`config.mk`:
```
export PLATFORM = sky130hd
export DESIGN_NAME = pmsc_regs
export DESIGN_NICKNAME = d
export VERILOG_FILES = /design/src/pmsc_pkg.sv /design/src/pmsc_debounce.sv /design/src/pmsc_regs.sv
export VERILOG_INCLUDE_DIRS = /design/src
export SDC_FILE = /design/constraint.sdc
export NUM_CORES = 1
export LEC_CHECK = 0
export ABC_AREA = 1
export BUFFER_PORTS_ARGS = -buffer_cell sky130_fd_sc_hd__buf_2
export CAP_MARGIN = 25
export CORE_ASPECT_RATIO = 1.75
export CORE_MARGIN = 2
export CORE_UTILIZATION = 60
export DETAILED_ROUTE_END_ITERATION = 8
export PLACE_DENSITY = 0.79
export SYNTH_ARGS = -nofsm -noshare
export SYNTH_HDL_FRONTEND = slang
export SYNTH_SLANG_ARGS = --single-unit
```
`constraint.sdc`:
```
create_clock -name clk_sys -period 3.45 [get_ports clk_sys]
set_input_delay 0.345 -clock clk_sys [delete_from_list [all_inputs] [get_ports clk_sys]]
set_output_delay 0.345 -clock clk_sys [all_outputs]
set_load 0.01 [all_outputs]
```
`src/pmsc_params.svh`:
```
// Constants for the mask and system-control register slice.
// Assumes a 100 MHz system clock and 9-bit register addresses.
`ifndef PMSC_PARAMS_SVH
`define PMSC_PARAMS_SVH

// Register addresses
`define PMSC_ADDR_MASK_A 9'h00A
`define PMSC_ADDR_MASK_B 9'h00B
`define PMSC_ADDR_MASK_C 9'h00C
`define PMSC_ADDR_CTRL_A 9'h00E
`define PMSC_ADDR_CTRL_B 9'h00F
`define PMSC_ADDR_CTRL_C 9'h010
`define PMSC_ADDR_CTRL_D 9'h011
`define PMSC_ADDR_CTRL_E 9'h012
// Write-lock window and its single hole
`define PMSC_LOCK_LO 9'h081
`define PMSC_LOCK_HI 9'h120
`define PMSC_LOCK_HOLE 9'h100

// Writable bits of each register except supply_boot_debounce_config, which takes all bits; reserved bits read zero
`define PMSC_MASK_A_BITS 8'h19
`define PMSC_MASK_B_BITS 8'hAA
`define PMSC_MASK_C_BITS 8'h1F
`define PMSC_CTRL_A_BITS 8'h7F
`define PMSC_CTRL_B_BITS 8'hFE
`define PMSC_CTRL_D_BITS 8'h07
`define PMSC_CTRL_E_BITS 8'h80
`define PMSC_RESET_VAL 8'h00

// Field positions
`define PMSC_A_SYS_DOMAIN_REQUEST_IN 0
`define PMSC_A_PWR_EN 1
`define PMSC_A_PWR1_EN 2
`define PMSC_A_STANDBY 3
`define PMSC_A_GATE_OFS 4
`define PMSC_B_WDT_SLEEP 1
`define PMSC_B_FREEZE_EN 2
`define PMSC_B_RES_MODE 3
`define PMSC_B_KEY_LOCK 4
`define PMSC_B_LIMIT_LSB 5
`define PMSC_B_SLOWSTART 7
`define PMSC_C_DEB_LSB 0
`define PMSC_C_AUTO_BOOT 3
`define PMSC_C_OTP_WAKE 4
`define PMSC_C_SLEW_LSB 5
`define PMSC_C_SLOT0_DEFAULT_SUPPLIES 7
`define PMSC_E_LOCK 7

// Timing: clock rate, base tick, debounce table in ticks
`define PMSC_CLK_MHZ 100
`define PMSC_TICK_US 10
`define PMSC_TICK_CYCLES (`PMSC_TICK_US * `PMSC_CLK_MHZ)
`define PMSC_DEB_0_1MS 17'd10
`define PMSC_DEB_1MS 17'd100
`define PMSC_DEB_10_24MS 17'd1024
`define PMSC_DEB_51_2MS 17'd5120
`define PMSC_DEB_256MS 17'd25600
`define PMSC_DEB_512MS 17'd51200
`define PMSC_DEB_1024MS 17'd102400
// Watchdog base 2.048 s expressed in 10 us ticks
`define PMSC_WDT_BASE_MS 2048
`define PMSC_WDT_BASE_TICKS (`PMSC_WDT_BASE_MS * 1000 / `PMSC_TICK_US)
// Ramp step interval for buck 1 and 3 at code 00, in ns
`define PMSC_RAMP_BASE_NS 4000
`define PMSC_CLK_NS (1000 / `PMSC_CLK_MHZ)
`define PMSC_DEB_INPUTS 7

`endif

```
`src/pmsc_pkg.sv`:
```
// Types shared by the mask and system-control register slice.
// Assumes nothing beyond the constants header.
package pmsc_pkg;

  // Latched event flags supplied by the neighbouring event registers
  typedef struct packed {
    logic [7:0] grp_a;
    logic [7:0] grp_b;
    logic [7:0] grp_c;
  } pmsc_flags_s;

  // Register-port request from the two-wire interface engine
  typedef struct packed {
    logic wr;
    logic rd;
    logic [8:0] addr;
    logic [7:0] wdata;
  } pmsc_req_s;

endpackage

```
`src/pmsc_debounce.sv`:
```
// Two-flop synchroniser and tick-counted debouncer for one pin.
// Assumes tick is a one-cycle pulse from clk_sys logic.
`timescale 1ns/1ps
`default_nettype none
module pmsc_debounce (
  input wire logic clk_sys,
  input wire logic sys_rst,
  input wire logic raw_in,
  input wire logic tick,
  input wire logic [16:0] limit,
  output logic clean
);
  logic sync1, sync2;
  logic [16:0] cnt, next_cnt;
  logic next_clean;

  // Count ticks of stable disagreement; a glitch restarts the wait
  always_comb begin
    next_cnt = cnt;
    next_clean = clean;
    if (limit == 17'h00000) begin
      next_clean = sync2;
      next_cnt = 17'h00000;
    end else if (sync2 == clean) begin
      next_cnt = 17'h00000;
    end else if (tick) begin
      if (cnt + 17'h00001 >= limit) begin
        next_clean = sync2;
        next_cnt = 17'h00000;
      end else begin
        next_cnt = cnt + 17'h00001;
      end
    end
  end

  // Pin is asynchronous, so two flops before anything reads it
  always_ff @(posedge clk_sys) begin
    if (sys_rst) begin
      sync1 <= 1'b0;
      sync2 <= 1'b0;
      cnt <= 17'h00000;
      clean <= 1'b0;
    end else begin
      sync1 <= raw_in;
      sync2 <= sync1;
      cnt <= next_cnt;
      clean <= next_clean;
    end
  end
endmodule
`default_nettype wire

```
`src/pmsc_regs.sv`:
```
// Interrupt-mask and system-control register slice of the power manager.
// Assumes the two-wire engine presents one-cycle wr/rd strobes on clk_sys.
`timescale 1ns/1ps
`default_nettype none
`include "pmsc_params.svh"
module pmsc_regs
  import pmsc_pkg::*;
#(
  parameter int TICK_CYCLES = `PMSC_TICK_CYCLES,
  parameter int WDT_BASE_TICKS = `PMSC_WDT_BASE_TICKS
) (
  input wire logic clk_sys,
  input wire logic sys_rst,
  input wire pmsc_req_s req,
  output logic [7:0] reg_rdata,
  output logic reg_hit,
  output logic write_locked,
  input wire pmsc_flags_s flags,
  output logic [1:0] event_summary,
  output logic irq_n,
  input wire logic sys_domain_request_in,
  input wire logic power_key_long_press,
  output logic low_power_state_request,
  output logic low_power_state_to_partial,
  output logic [2:0] domain_targets,
  input wire logic low_power_state,
  output logic system_reset_out_n,
  output logic soft_inrush_enable,
  output logic key_lock_low_power_state_select,
  output logic wake_blocked,
  output logic slot0_default_supplies,
  output logic wake_config_reload_enable,
  output logic auto_boot,
  output logic [9:0] ramp_step_cycles_b13,
  output logic [9:0] ramp_step_cycles_b2,
  input wire logic [4:0] gpi_raw,
  input wire logic power_key_n,
  input wire logic reset_request_in_n,
  output logic [`PMSC_DEB_INPUTS-1:0] debounced,
  input wire logic wdt_kick,
  output logic wdt_timeout
);
  logic [7:0] irq_mask_group_a, irq_mask_group_b, irq_mask_group_c;
  logic [7:0] power_domain_targets, power_behaviour_options;
  logic [7:0] supply_boot_debounce_config, wdt_timeout_scale;
  logic [7:0] register_write_lock;
  logic [7:0] next_mask_a, next_mask_b, next_mask_c, next_ctrl_a;
  logic [7:0] next_ctrl_b, next_ctrl_c, next_ctrl_d, next_ctrl_e;
  logic [7:0] next_rdata;
  logic next_hit;
  logic sys_req_s1, sys_req_s2, sys_req_d;
  logic next_pd_req;
  logic [1:0] trials, next_trials;
  logic [15:0] tick_cnt, next_tick_cnt;
  logic tick;
  logic [23:0] wdt_cnt, next_wdt_cnt;
  logic next_wdt_timeout;
  logic wdt_run;
  logic [23:0] wdt_limit;
  logic [16:0] deb_limit;
  logic [`PMSC_DEB_INPUTS-1:0] deb_raw;
  logic wr_ok;
  logic [2:0] gate;
  logic [2:0] new_targets;

  // Address match used by the write decode; the read mux uses a case on the address
  function automatic logic hit(input logic [8:0] a, input logic [8:0] b);
    return a == b;
  endfunction

  // Ramp interval in clocks for a slew code, halved per code step
  function automatic logic [9:0] ramp_cycles(input logic [1:0] code,
                                             input logic dbl);
    int ns;
    ns = (`PMSC_RAMP_BASE_NS >> code) << dbl;
    return 10'(ns / `PMSC_CLK_NS);
  endfunction

  // Lock window check on every host write address
  always_comb begin
    write_locked = register_write_lock[`PMSC_E_LOCK] && req.wr &&
      req.addr >= `PMSC_LOCK_LO && req.addr <= `PMSC_LOCK_HI &&
      req.addr != `PMSC_LOCK_HOLE;
  end
  assign wr_ok = req.wr && !write_locked;

  // Domain targets: only bits whose gate is set take the new value
  assign gate = req.wdata[`PMSC_A_GATE_OFS +: 3];
  assign new_targets = (power_domain_targets[2:0] & ~gate) |
                       (req.wdata[2:0] & gate);

  // Register writes; reserved bits are held at zero
  always_comb begin
    next_mask_a = irq_mask_group_a;
    next_mask_b = irq_mask_group_b;
    next_mask_c = irq_mask_group_c;
    next_ctrl_a = power_domain_targets;
    next_ctrl_b = power_behaviour_options;
    next_ctrl_c = supply_boot_debounce_config;
    next_ctrl_d = wdt_timeout_scale;
    next_ctrl_e = register_write_lock;
    if (wr_ok) begin
      if (hit(req.addr, `PMSC_ADDR_MASK_A))
        next_mask_a = req.wdata & `PMSC_MASK_A_BITS;
      if (hit(req.addr, `PMSC_ADDR_MASK_B))
        next_mask_b = req.wdata & `PMSC_MASK_B_BITS;
      if (hit(req.addr, `PMSC_ADDR_MASK_C))
        next_mask_c = req.wdata & `PMSC_MASK_C_BITS;
      if (hit(req.addr, `PMSC_ADDR_CTRL_A))
        next_ctrl_a = {req.wdata[7:3], new_targets} &
                      `PMSC_CTRL_A_BITS;
      if (hit(req.addr, `PMSC_ADDR_CTRL_B))
        next_ctrl_b = req.wdata & `PMSC_CTRL_B_BITS;
      if (hit(req.addr, `PMSC_ADDR_CTRL_C))
        next_ctrl_c = req.wdata;
      if (hit(req.addr, `PMSC_ADDR_CTRL_D))
        next_ctrl_d = req.wdata & `PMSC_CTRL_D_BITS;
      if (hit(req.addr, `PMSC_ADDR_CTRL_E))
        next_ctrl_e = req.wdata & `PMSC_CTRL_E_BITS;
    end
  end

  // Read mux, registered so read data comes from a flop
  always_comb begin
    next_hit = 1'b1;
    case (req.addr)
      `PMSC_ADDR_MASK_A: next_rdata = irq_mask_group_a;
      `PMSC_ADDR_MASK_B: next_rdata = irq_mask_group_b;
      `PMSC_ADDR_MASK_C: next_rdata = irq_mask_group_c;
      `PMSC_ADDR_CTRL_A: next_rdata = power_domain_targets;
      `PMSC_ADDR_CTRL_B: next_rdata = power_behaviour_options;
      `PMSC_ADDR_CTRL_C: next_rdata = supply_boot_debounce_config;
      `PMSC_ADDR_CTRL_D: next_rdata = wdt_timeout_scale;
      `PMSC_ADDR_CTRL_E: next_rdata = register_write_lock;
      default: begin
        next_rdata = 8'h00;
        next_hit = 1'b0;
      end
    endcase
    if (!req.rd) begin
      next_rdata = reg_rdata;
      next_hit = 1'b0;
    end
  end

  // Power-down trigger: system target cleared, pin released, long press
  always_comb begin
    next_pd_req = power_key_long_press ||
      (sys_req_d && !sys_req_s2) ||
      (power_domain_targets[`PMSC_A_SYS_DOMAIN_REQUEST_IN] &&
       !next_ctrl_a[`PMSC_A_SYS_DOMAIN_REQUEST_IN]);
  end

  // Shared 10 us tick for debounce and watchdog keeps counters narrow
  always_comb begin
    tick = (tick_cnt == 16'(TICK_CYCLES - 1));
    next_tick_cnt = tick ? 16'h0000 : tick_cnt + 16'h0001;
  end

  // Watchdog: scale 0 disables, sleep gating by option bit
  always_comb begin
    wdt_limit = 24'(WDT_BASE_TICKS) << (wdt_timeout_scale[2:0] - 3'h1);
    wdt_run = (wdt_timeout_scale[2:0] != 3'h0) &&
      (!low_power_state ||
       power_behaviour_options[`PMSC_B_WDT_SLEEP]);
    next_wdt_cnt = wdt_cnt;
    next_wdt_timeout = 1'b0;
    if (!wdt_run || wdt_kick) begin
      next_wdt_cnt = 24'h000000;
    end else if (tick) begin
      if (wdt_cnt + 24'h000001 >= wdt_limit) begin
        next_wdt_cnt = 24'h000000;
        next_wdt_timeout = 1'b1;
      end else begin
        next_wdt_cnt = wdt_cnt + 24'h000001;
      end
    end
  end

  // Restart trials: saturating count of watchdog expiries
  always_comb begin
    next_trials = trials;
    if (!power_behaviour_options[`PMSC_B_FREEZE_EN])
      next_trials = 2'h0;
    else if (wdt_timeout && trials != 2'h3)
      next_trials = trials + 2'h1;
  end

  // Debounce length lookup; the tick keeps the table under 17 bits
  always_comb begin
    case (supply_boot_debounce_config[`PMSC_C_DEB_LSB +: 3])
      3'h0: deb_limit = 17'h00000;
      3'h1: deb_limit = `PMSC_DEB_0_1MS;
      3'h2: deb_limit = `PMSC_DEB_1MS;
      3'h3: deb_limit = `PMSC_DEB_10_24MS;
      3'h4: deb_limit = `PMSC_DEB_51_2MS;
      3'h5: deb_limit = `PMSC_DEB_256MS;
      3'h6: deb_limit = `PMSC_DEB_512MS;
      default: deb_limit = `PMSC_DEB_1024MS;
    endcase
  end

  assign deb_raw = {reset_request_in_n, power_key_n, gpi_raw};

  // One debouncer per pin; each synchronises its own input
  for (genvar i = 0; i < `PMSC_DEB_INPUTS; i++) begin : g_deb
    pmsc_debounce u_deb (
      .clk_sys(clk_sys),
      .sys_rst(sys_rst),
      .raw_in(deb_raw[i]),
      .tick(tick),
      .limit(deb_limit),
      .clean(debounced[i])
    );
  end

  // State registers
  always_ff @(posedge clk_sys) begin
    if (sys_rst) begin
      irq_mask_group_a <= `PMSC_RESET_VAL;
      irq_mask_group_b <= `PMSC_RESET_VAL;
      irq_mask_group_c <= `PMSC_RESET_VAL;
      power_domain_targets <= `PMSC_RESET_VAL;
      power_behaviour_options <= `PMSC_RESET_VAL;
      supply_boot_debounce_config <= `PMSC_RESET_VAL;
      wdt_timeout_scale <= `PMSC_RESET_VAL;
      register_write_lock <= `PMSC_RESET_VAL;
      reg_rdata <= 8'h00;
      reg_hit <= 1'b0;
      sys_req_s1 <= 1'b0;
      sys_req_s2 <= 1'b0;
      sys_req_d <= 1'b0;
      low_power_state_request <= 1'b0;
      trials <= 2'h0;
      tick_cnt <= 16'h0000;
      wdt_cnt <= 24'h000000;
      wdt_timeout <= 1'b0;
    end else begin
      irq_mask_group_a <= next_mask_a;
      irq_mask_group_b <= next_mask_b;
      irq_mask_group_c <= next_mask_c;
      power_domain_targets <= next_ctrl_a;
      power_behaviour_options <= next_ctrl_b;
      supply_boot_debounce_config <= next_ctrl_c;
      wdt_timeout_scale <= next_ctrl_d;
      register_write_lock <= next_ctrl_e;
      reg_rdata <= next_rdata;
      reg_hit <= next_hit;
      sys_req_s1 <= sys_domain_request_in;
      sys_req_s2 <= sys_req_s1;
      sys_req_d <= sys_req_s2;
      low_power_state_request <= next_pd_req;
      trials <= next_trials;
      tick_cnt <= next_tick_cnt;
      wdt_cnt <= next_wdt_cnt;
      wdt_timeout <= next_wdt_timeout;
    end
  end

  // Summary bits and interrupt; a mask hides the request, not the flag
  always_comb begin
    event_summary = {|flags.grp_c, |flags.grp_b};
    irq_n = !(|(flags.grp_a & `PMSC_MASK_A_BITS & ~irq_mask_group_a) ||
              |(flags.grp_b & `PMSC_MASK_B_BITS & ~irq_mask_group_b) ||
              |(flags.grp_c & `PMSC_MASK_C_BITS &
                ~irq_mask_group_c));
  end

  // Settings driven from register bits; reset out and wake block also use low_power_state and trials
  assign domain_targets = power_domain_targets[2:0];
  assign low_power_state_to_partial =
    power_domain_targets[`PMSC_A_STANDBY];
  assign soft_inrush_enable =
    power_behaviour_options[`PMSC_B_SLOWSTART];
  assign key_lock_low_power_state_select =
    power_behaviour_options[`PMSC_B_KEY_LOCK];
  assign system_reset_out_n = !(low_power_state &&
    power_behaviour_options[`PMSC_B_RES_MODE]);
  assign wake_blocked = power_behaviour_options[`PMSC_B_FREEZE_EN] &&
    trials >= power_behaviour_options[`PMSC_B_LIMIT_LSB +: 2];
  assign slot0_default_supplies =
    supply_boot_debounce_config[`PMSC_C_SLOT0_DEFAULT_SUPPLIES];
  assign wake_config_reload_enable =
    supply_boot_debounce_config[`PMSC_C_OTP_WAKE];
  assign auto_boot =
    supply_boot_debounce_config[`PMSC_C_AUTO_BOOT];
  assign ramp_step_cycles_b13 = ramp_cycles(
    supply_boot_debounce_config[`PMSC_C_SLEW_LSB +: 2], 1'b0);
  assign ramp_step_cycles_b2 = ramp_cycles(
    supply_boot_debounce_config[`PMSC_C_SLEW_LSB +: 2], 1'b1);
endmodule
`default_nettype wire

```
==> impl_metrics.tcl, run 1 <==
set metrics [dict create \
    status "complete, no violations" \
    async_flop_share 0 \
    critPathRequiredTime_ns 3.11 \
    die_x_um 125 \
    ys_types 45 \
    drt_iter0_drc 769 \
    dieArea_um2 26900 \
    drt_wl_total_um 39900 \
    grt_pass1_wl_um 66500 \
    hold_viol 0 \
    min_period_over_period 0.960 \
    num_rows 77 \
    fin_nets 2594 \
    combinationalPowerShare 0.024 \
    clock_path_buffers 3 \
    first_pass_iters 6 \
    grt_max_degree 76 \
    met1_length_um 14700 \
    leakage_nw 7.65 \
    initial_core_util 0.608 \
    pwr-share-clk 0.496 \
    setup-violations-final 0 \
    swShare 0.218 \
    wl_met2_um 21400 \
    end_kind "output port" \
    num_vias 15400 \
    wl_per_cell_um 14.5 \
    final_core_util 0.691 \
    skew_ns 0.0221 \
    synth-seq-cells 234 \
    dp.cells 2692 \
    maxSlewViolCount 0 \
    track_usage 0.289 \
    coreArea_um2 25200 \
    dr_wl_met3_um 1560 \
    antenna_found_initial 0 \
    p_seq_frac 0.480 \
    syn_area_per_cell_um2 6.68 \
    setup_ws_ns 0.139 \
    cts_sinks 234 \
    dp_hpwl_um 29500 \
    netlist_instances 2299 \
    first_global_vias 15000 \
    power_switching_mw 1.24 \
    drc_errors 0 \
    port_buffers 102 \
    synth_nets 2481 \
    tightest_slew_ns 0.608 \
    dp_slack_ns 0.127 \
    dr.max_layer_used "met4" \
    yosysSeqAreaShare 0.305 \
    setup_tns_ns 0 \
    grt_overflow 0 \
    globalplace.congestion 0.935 \
    slew_headroom 0.591 \
    yosys_warnings 0 \
    cts_tree "yes" \
    cts_buffers 24 \
    cp-start-kind "flip-flop" \
    clockRootBuffer "clkbuf_16" \
    fin_crit_ns 3.31 \
    pin_count 109 \
    htree_levels 1 \
    fp.dieH_um 216 \
    final_cells 2746 \
    diodes 0 \
    synth.cell_area_um2 15400 \
    viasPerCell 5.60 \
    power_density_nw_per_um2 326 \
    ys.flop_type "dfxtp_1" \
    worst-path-max-fanout 6 \
    critPathArrivalTime_ns 2.97 \
    max_freq_mhz 302 \
    worstHoldPathType "in -> reg" \
    reg2reg_setup_slack_ns 0.23 \
    peakVddDrop_mv 0.352 \
    drive_above_1_share 0.113 \
    drv_cap 0 \
    synthToLayoutAreaGrowth_pct 13.7 \
    critPathKind "reg -> out" \
    nFillCells 2207 \
    clkTransAtPathRegs_ns 0.07 \
    synth-edff-count 0 \
    postRouteAntennaNets 0 \
    worstSkewPairLatency_ns 0.55 \
    internal_power_mw 4.45 \
]
## power by group through the flow
stage	sequential, mW	clock (mW)	combinational [mW]
after floorplan	2.78	0	0.0717
after global placement	2.79	0	0.129
after detailed placement	2.79	0	0.132
after CTS	2.73	2.86	0.135
after global routing	2.73	2.95	0.154
final	2.73	2.82	0.138
## worst max-delay path: stages (launching register included)
cell and delay [ns]:
dfxtp_1 0.33, inv_2 0.15, ha_1 0.26, inv_1 0.13, o21ai_2 0.21, a21oi_1 0.10, or2_2 0.33, ha_1 0.25
nor2_1 0.17, nand3_2 0.11, o21ai_1 0.14, nand3_1 0.08, buf_2 0.15
## flip-flops by register name (all words and copies together), names as in the netlist, 2 cells and up, named ones only
register	count
g_deb.u_deb.sync2	7
irq_mask_group_b	4
wdt_timeout_scale	3
tick_cnt	16
power_behaviour_options	7
g_deb.u_deb.clean	7
irq_mask_group_c	5
trials	2
reg_rdata	8
g_deb.u_deb.cnt	119
g_deb.u_deb.sync1	7
power_domain_targets	5
wdt_cnt	24
irq_mask_group_a	3
supply_boot_debounce_config	8
## cell families after synthesis
group | synth area share
AO/OA/AOI/OAI | 0.113
XOR/XNOR | 0.0633
adder cells (fa/ha/maj) | 0.103
buffers and inverters | 0.0997
flip-flops | 0.305
other | 0.000244
AND/OR/NAND/NOR | 0.316
## layout make-up
cell class	instances	area [µm²]	area share
Sequential cell	234	4690	0.269
Tap cell	316	395	0.0227
Clock buffer	32	711	0.0407
Inverter	313	1180	0.0677
Clock inverter	12	156	0.00896
Multi-Input combinational cell	1685	9330	0.534
Timing Repair Buffer	154	996	0.0571
## worst paths after layout
check / start / cells past startpoint / end
max: supply_boot_debounce_config[5] / 12 / ramp_step_cycles_b2[0]
min: gpi_raw[3] / 3 / g_deb[3].u_deb.sync1
max reg2reg: g_deb[6].u_deb.cnt[1] / 19 / g_deb[6].u_deb.cnt[4]
min reg2reg: g_deb[4].u_deb.sync1 / 2 / g_deb[4].u_deb.sync2
## per-stage QoR
step	hold slack (ns)	instance area, µm²	power, mW
finish	0.0180	17500	5.68
floorplan	0.388	15400	2.86
CTS	0.00212	17200	5.72
global route	0.0295	17500	5.83
detailed placement	0.392	16300	2.92
global placement	0.392	16300	2.91
## layer usage
metal | vias to the layer above | GRT usage
li1 | 7663 | -
met1 | 7149 | 0.293
met2 | 411 | 0.559
met3 | 155 | 0.0350
met4 | 0 | 0.168
met5 | - | 0
## Yosys cell counts, types with 2 or more instances
| library cell | count | share of area |
|---|---|---|
| nor2_2 | 7 | 0.0029 |
| nand3_1 | 139 | 0.045 |
| o211ai_1 | 3 | 0.0015 |
| a22o_1 | 2 | 0.0011 |
| inv_2 | 10 | 0.0024 |
| o21bai_1 | 3 | 0.0015 |
| nor3_2 | 3 | 0.0020 |
| clkinv_1 | 5 | 0.0012 |
| clkbuf_1 | 37 | 0.0090 |
| ha_1 | 126 | 0.10 |
| nand2_1 | 587 | 0.14 |
| a21oi_1 | 209 | 0.068 |
| nor3b_1 | 5 | 0.0024 |
| xor2_1 | 76 | 0.043 |
| and3_1 | 3 | 0.0012 |
| nor3_1 | 42 | 0.014 |
| inv_1 | 298 | 0.073 |
| o21ai_0 | 72 | 0.023 |
| o21a_1 | 2 | 0.00098 |
| nand2_2 | 2 | 0.00081 |
| buf_4 | 22 | 0.011 |
| xnor2_1 | 35 | 0.020 |
| nor2_1 | 226 | 0.055 |
| o22ai_1 | 12 | 0.0049 |
| or2_2 | 5 | 0.0020 |
| buf_2 | 6 | 0.0020 |
| nor4_1 | 14 | 0.0057 |
| nand3_2 | 2 | 0.0013 |
| a31oi_1 | 3 | 0.0012 |
| buf_6 | 2 | 0.0015 |
| a21o_1 | 2 | 0.00098 |
| nand3b_1 | 11 | 0.0054 |
| nand4_1 | 63 | 0.026 |
| nor2_4 | 9 | 0.0066 |
| a221oi_1 | 4 | 0.0023 |
| a211oi_1 | 10 | 0.0049 |
| dfxtp_1 | 234 | 0.31 |
## layout by cell type (no fill, tap or decap), types with 5 or more instances in the layout
cell type / instances
a211oi_1: 9
a21oi_1: 208
xnor2_1: 32
nand3_1: 135
nor2_2: 18
nand2_1: 586
nor2_4: 10
clkinv_2: 5
clkinv_1: 5
clkbuf_16: 24
clkbuf_8: 8
buf_2: 102
nand3_2: 6
nor3b_1: 5
inv_2: 9
buf_12: 7
buf_4: 42
nand3b_1: 11
nor4_1: 14
o22ai_1: 12
dfxtp_1: 231
o21ai_0: 70
nor3_1: 37
nand4_1: 63
xor2_1: 76
nor3_2: 6
inv_1: 296
nor2_1: 214
or2_2: 5
ha_1: 120
## timing repair
item | CTS | global route
hold endpoints to repair | 3 | 0
pin swaps | 0 | 8
gates resized for setup | 3 | 46
hold buffers | 3 | 0
setup buffers | 0 | 7
setup endpoints to repair | 1 | 118
Note: power is estimated with default switching activity, not from simulation.
==> inputs of run 2 (changes only) <==
--- a/config.mk
+++ b/config.mk
@@ -6,7 +6,6 @@
 export SDC_FILE = /design/constraint.sdc
 export NUM_CORES = 1
 export LEC_CHECK = 0
-export ABC_AREA = 1
 export BUFFER_PORTS_ARGS = -buffer_cell sky130_fd_sc_hd__buf_2
 export CAP_MARGIN = 25
 export CORE_ASPECT_RATIO = 1.75
==> run 2 against run 1 <==
Net effect: global-route usage increased by 2.7 points; wire length increased by 9.7%; sequential cell count unchanged; fmax decreased by 2.6%; critical path type is now reg -> reg; clock power decreased by 6%; sequential share of layout area decreased by 1.0 points; register-to-register slack got worse by 0.18 ns.
==> impl_metrics.tcl, run 2 <==
set metrics [dict create \
    status "complete, no violations" \
    holdWs_ns 0.0148 \
    yosys.area.top_type "dfxtp_1" \
    worstHoldStart "gpi_raw[1]" \
    dieArea_um2 26100 \
    ys.flop_type "dfxtp_1" \
    critPathRequiredTime_ns 3.91 \
    synth_top_family_by_area "simple AND/OR/NAND/NOR gates" \
    clockRootBuffer "clkbuf_16" \
    slew_headroom 0.443 \
    r2r_start "g_deb[4].u_deb.cnt[1]" \
    num_vias 15300 \
    reg2reg_setup_slack_ns 0.05 \
    max_freq_mhz 294 \
    setup_ws_ns 0.0520 \
    cts_tree "yes" \
    yosysSeqAreaShare 0.315 \
    regMostFlops "g_deb.u_deb.cnt" \
    fin_nets 2301 \
    dp.cells 2380 \
    final_cell_mix "245 x nand2_1, 194 x dfxtp_1, 170 x buf_4" \
    drv_cap 0 \
    cts_sinks 234 \
    synth.cell_area_um2 14800 \
    synth_fa_ha_area_frac 0.106 \
    peakVddDrop_mv 0.360 \
    top_regs "g_deb.u_deb.cnt (119), wdt_cnt (24), tick_cnt (16)" \
    final_common_cell "nand2_1" \
    synthSimpleGateAreaFrac 0.285 \
    yosys.area_share.xor_xnor 0.0814 \
    postRouteAntennaNets 0 \
    worst-path-max-fanout 5 \
    min_period_over_period 0.985 \
    r2r-end "g_deb[4].u_deb.cnt[9]" \
    synth_compound_area_frac 0.162 \
    synth_nets 2082 \
    maxSlewViolCount 0 \
    holdPathStages 2 \
    clock_path_buffers 3 \
    clkTransAtPathRegs_ns 0.07 \
    htree_levels 1 \
    finalPower_mw 5.49 \
    skew_ns 0.0174 \
    tightest_slew_ns 0.829 \
    grt_overflow 0 \
    grt_max_degree 68 \
    largest_reg_flops 119 \
    setup-violations-final 0 \
    die_x_um 123 \
    setup_tns_ns 0 \
    synthToLayoutAreaGrowth_pct 23.9 \
    track_usage 0.316 \
    final_cells 2448 \
    dp_hpwl_um 29600 \
    netlist_instances 1900 \
    r2r_cells 14 \
    ys_types 73 \
    coreArea_um2 24400 \
    async_flop_share 0 \
    drt_iter0_drc 1044 \
    globalplace.congestion 0.927 \
    fp.dieH_um 212 \
    leakage_nw 7.59 \
    critPathKind "reg -> reg" \
    synth_top_cells_by_count "252 x nand2_1, 234 x dfxtp_1, 158 x a21oi_1" \
    pin_count 109 \
    synthMuxAreaShare 0.00741 \
    viasPerCell 6.23 \
    wl_per_cell_um 17.9 \
    yosys_warnings 0 \
    end_kind "flip-flop" \
    syn_area_per_cell_um2 7.82 \
    grt_pass1_wl_um 67800 \
    synth-seq-cells 234 \
    drt_wl_total_um 43700 \
    diodes 0 \
    power_density_nw_per_um2 298 \
    fin_crit_ns 3.40 \
    critPathArrivalTime_ns 3.86 \
    initial_core_util 0.608 \
    yosysMostFrequentCell "nand2_1" \
    holdPathEnd "g_deb[1].u_deb.sync1" \
    port_buffers 102 \
    synth_top_area_frac 0.315 \
    hold_viol 0 \
    synth_area_leaders "dfxtp_1 32%, ha_1 11%, nand2_1 6.4%" \
    worstHoldPathType "in -> reg" \
    drive_above_1_share 0.233 \
    cts_buffers 24 \
    synth-edff-count 0 \
    drc_errors 0 \
    antenna_found_initial 0 \
    cp-start-kind "flip-flop" \
    num_rows 76 \
    first_global_vias 14900 \
    worstSkewPairLatency_ns 0.55 \
    first_pass_iters 5 \
    rsz0062_at_grt "yes" \
    dp_slack_ns -0.174 \
]
## run 2: cell types whose count changed after synthesis, sizes merged, moves of 24 or more
cell / before / now
nor2b: 0 / 33
inv: 308 / 53
and3: 3 / 51
clkbuf: 37 / 63
nor2: 242 / 155
a21oi: 209 / 159
o21ai: 73 / 101
nand2: 589 / 252
nand4: 64 / 29
xnor2: 35 / 61
nor4: 14 / 38
## run 2: worst max path at each step
stage,slack (ns),startpoint,cells past startpoint,to
3_5_place_dp,-0.17,g_deb[2].u_deb.cnt[7],14,g_deb[2].u_deb.cnt[10]
6_report,0.05,g_deb[4].u_deb.cnt[1],14,g_deb[4].u_deb.cnt[9]
4_1_cts,0.005,g_deb[6].u_deb.cnt[3],16,g_deb[6].u_deb.cnt[12]
5_1_grt,-0.16,g_deb[0].u_deb.cnt[0],17,g_deb[0].u_deb.cnt[5]
2_1_floorplan,0.02,g_deb[2].u_deb.cnt[2],14,g_deb[2].u_deb.cnt[13]
3_3_place_gp,-0.06,g_deb[2].u_deb.cnt[4],14,g_deb[2].u_deb.cnt[5]
## run 2: cell families after synthesis
| logic type | Yosys count |
|---|---|
| compound gates | 398 |
| xor+xnor | 138 |
| fa+ha+maj | 126 |
| buf+inv | 146 |
| flops | 234 |
| mux | 11 |
| other cells | 1 |
| simple gates | 846 |
## run 2: timing repair
action,in CTS,in global routing
hold buffers,1,0
endpoints found under the setup margin,54,142
gates resized for setup,21,182
hold endpoints to repair,1,0
pin swaps,14,63
gates cloned,2,0
buffers inserted,3,19
## run 2: through the flow
| step | utilization | instance area, µm² |
|---|---|---|
| floorplan | - | 14900 |
| global route | 0.753 | 18400 |
| global placement | 0.680 | 16600 |
| finish | 0.753 | 18400 |
| CTS | 0.717 | 17500 |
| detailed placement | 0.680 | 16600 |
## run 2: worst max-delay path, stage by stage (launching register included)
cell and delay, ns:
dfxtp_4 0.39, ha_4 0.15, nand2_4 0.06, nor3_4 0.21
and3_4 0.21, and3_4 0.21, xor2_1 0.17, ha_1 0.27
a21o_1 0.16, a21o_1 0.16, a21oi_2 0.13, o211ai_1 0.20
or2_1 0.31, or4_1 0.54, a21oi_2 0.13
## run 2: area by class of cell
class	count	area, µm²
clock buffers	37	721
clock inverters	6	57.6
fillers	1780	6030
inverters	53	199
multi-input cells	1520	10300
flip-flops and latches	234	4760
well taps	312	390
repair buffers	286	1970
## run 2: report_power, final
part / total [mW] / internal (mW) / switching (mW) / leakage (nW)
sequential: 2.72 / 2.71 / 0.00858 / 1.91
combinational: 0.122 / 0.0481 / 0.0736 / 5.30
clock: 2.65 / 1.51 / 1.14 / 0.382
## run 2: layer usage
layer / GRT usage / up-vias / wire length (µm)
met5: 0 / - / 0
met3: 0.0461 / 192 / 2700
li1: - / 7195 / -
met4: 0.196 / 0 / 2710
met2: 0.592 / 608 / 23100
met1: 0.320 / 7260 / 15200
==> inputs of run 3 (changes only) <==
--- a/config.mk
+++ b/config.mk
@@ -6,13 +6,14 @@
 export SDC_FILE = /design/constraint.sdc
 export NUM_CORES = 1
 export LEC_CHECK = 0
-export BUFFER_PORTS_ARGS = -buffer_cell sky130_fd_sc_hd__buf_2
 export CAP_MARGIN = 25
 export CORE_ASPECT_RATIO = 1.75
 export CORE_MARGIN = 2
 export CORE_UTILIZATION = 60
+export CTS_CLUSTER_SIZE = 20
 export DETAILED_ROUTE_END_ITERATION = 8
-export PLACE_DENSITY = 0.79
+export DONT_BUFFER_PORTS = 1
+export PLACE_DENSITY = 0.76
 export SYNTH_ARGS = -nofsm -noshare
 export SYNTH_HDL_FRONTEND = slang
 export SYNTH_SLANG_ARGS = --single-unit
==> run 3 against run 2 <==
Net effect: worst hold slack got worse by 0.080 ns; the run now ends with negative hold slack left; non-clock buffer count fell by 44; critical endpoint is now wdt_cnt[18]; critical path depth rose by 1; utilization fell by 0.89 points; clock power rose by 7.5%; largest power group is now clock; final cell count fell by 1.8%; highest routed layer unchanged; setup slack got worse by 0.016 ns; critical path type unchanged; die area did not move; largest cell class unchanged; first-iteration DRC count rose by 3.1%; fmax fell by 0.47%.
==> impl_metrics.tcl, run 3 (synthesis gave the netlist of run 2 again) <==
set metrics [dict create \
    antenna_found_initial 1 \
    dieArea_um2 26100 \
    regArea_um2 4710 \
    num_vias 15000 \
    end_kind "flip-flop" \
    critPathArrivalTime_ns 3.87 \
    violations "negative hold slack" \
    status "finished, violations left" \
    skew_ns 0.00902 \
    htree_levels 1 \
    dp_hpwl_um 29700 \
    cts_buffers 23 \
    swShare 0.221 \
    internal_power_mw 4.40 \
    drv_cap 0 \
    dp.cells 2283 \
    combinationalPowerShare 0.014 \
    drt_wl_total_um 44000 \
    regMostFlops "g_deb.u_deb.cnt" \
    grt_max_degree 70 \
    first_global_vias 15200 \
    pin_count 109 \
    maxSlewViolCount 0 \
    num_rows 76 \
    port_buffers 0 \
    worstHoldPathType "in -> reg" \
    track_usage 0.327 \
    peakVddDrop_mv 0.518 \
    grt_pass1_wl_um 69500 \
    holdWs_ns -0.0652 \
    hold_buffers 58 \
    globalplace.congestion 0.928 \
    die_x_um 123 \
    coreArea_um2 24400 \
    fin_crit_ns 3.41 \
    fin_nets 2256 \
    leakage_nw 7.41 \
    fp.dieH_um 212 \
    multi_input_area_um2 10000 \
    drive_above_1_share 0.169 \
    setup-violations-final 0 \
    pwr-share-clk 0.504 \
    hold_viol 6 \
    cts_tree "yes" \
    tightest_slew_ns 0.987 \
    drt_iter0_drc 1076 \
    finalPower_mw 5.65 \
    synthToLayoutAreaGrowth_pct 22.5 \
    grt_overflow 0 \
    final_cells 2403 \
    top_regs "g_deb.u_deb.cnt (119), wdt_cnt (24), tick_cnt (16)" \
    clockRootBuffer "clkbuf_16" \
    drc_errors 0 \
    initial_core_util 0.608 \
    final_cell_mix "248 x nand2_1, 211 x dfxtp_1, 171 x buf_4" \
    postRouteAntennaNets 0 \
    power_switching_mw 1.25 \
    worstSkewPairLatency_ns 0.54 \
    power_density_nw_per_um2 311 \
    clock_path_buffers 3 \
    p_seq_frac 0.482 \
    critPathRequiredTime_ns 3.91 \
    slew_headroom 0.340 \
    largest_reg_flops 119 \
    clkTransAtPathRegs_ns 0.07 \
    viasPerCell 6.23 \
    worst-path-max-fanout 8 \
    cp-start-kind "flip-flop" \
    max_freq_mhz 293 \
    critPathKind "reg -> reg" \
    min_period_over_period 0.990 \
    first_pass_iters 6 \
    cts_sinks 234 \
    wl_per_cell_um 18.3 \
    nFillCells 1765 \
    final_common_cell "nand2_1" \
]
run 3: power by group through the flow:
stage               Sequential, mW  Combinational (mW)  Clock (mW)
floorplan                     2.78              0.0634           0
global placement              2.79              0.0558           0
detailed placement            2.79              0.0582           0
CTS                           2.73              0.0730        2.85
global route                  2.73              0.0835        2.94
finish                        2.73              0.0764        2.85
run 3: repair_timing:
item / 4_1_cts / 5_1_grt
gates resized for setup: 15 / 115
buffers inserted: 7 / 9
pin swaps: 8 / 35
hold endpoints to repair: 63 / 6
cloned: 0 / 4
setup endpoints to repair: 44 / 146
run 3: final timing paths:
check | startpoint | to | slack, ns | cells after the start
hold / removal | sys_rst | g_deb[3].u_deb.clean | -0.07 | 1
hold reg to reg | tick_cnt[0] | tick_cnt[0] | 0.45 | 1
setup reg to reg | wdt_cnt[6] | wdt_cnt[18] | 0.04 | 15
setup / recovery | wdt_cnt[6] | wdt_cnt[18] | 0.04 | 15
run 3: final cells by class:
type / count / share of cell area
antenna: 1 / 0.000138
clock buffer: 25 / 0.0332
clock inverter: 16 / 0.0125
inverter: 53 / 0.0109
multi-input combinational: 1520 / 0.551
sequential: 234 / 0.259
tap: 312 / 0.0215
timing repair buffer: 242 / 0.111
run 3: per-stage QoR:
step	setup TNS (ns)	utilization	worst slack, ns	area [µm²]	hold slack, ns
2_1_floorplan	0	-	0.0239	14900	0.414
3_3_place_gp	-0.228	0.660	-0.0360	16100	0.423
3_5_place_dp	-1.64	0.660	-0.134	16100	0.429
4_1_cts	0	0.723	0.000856	17700	-0.108
5_1_grt	-1.48	0.744	-0.0796	18200	-0.110
6_report	0	0.744	0.0361	18200	-0.0652
run 3: metal layers:
metal  wire length [µm]  part of all wire  global-route usage  up-vias
met5                  0                 0                   0        -
met4               2800             0.064               0.217        0
met3               2560             0.058              0.0486      207
met2              23000              0.52               0.614      586
met1              15700              0.36               0.324     7066
li1                   -                 -                   -     7111
run 3: critical path, stage by stage (launching register included):
cell and delay (ns):
dfxtp_1 0.33, and4_1 0.22, nand4_1 0.15, or3_4 0.39, buf_4 0.16, nor2_2 0.12
xor2_1 0.28, ha_1 0.28, a21boi_1 0.13, o211ai_1 0.16, a21oi_1 0.11, o41a_1 0.44
nor2_2 0.16, buf_6 0.16, nand2_1 0.08, a21oi_1 0.18
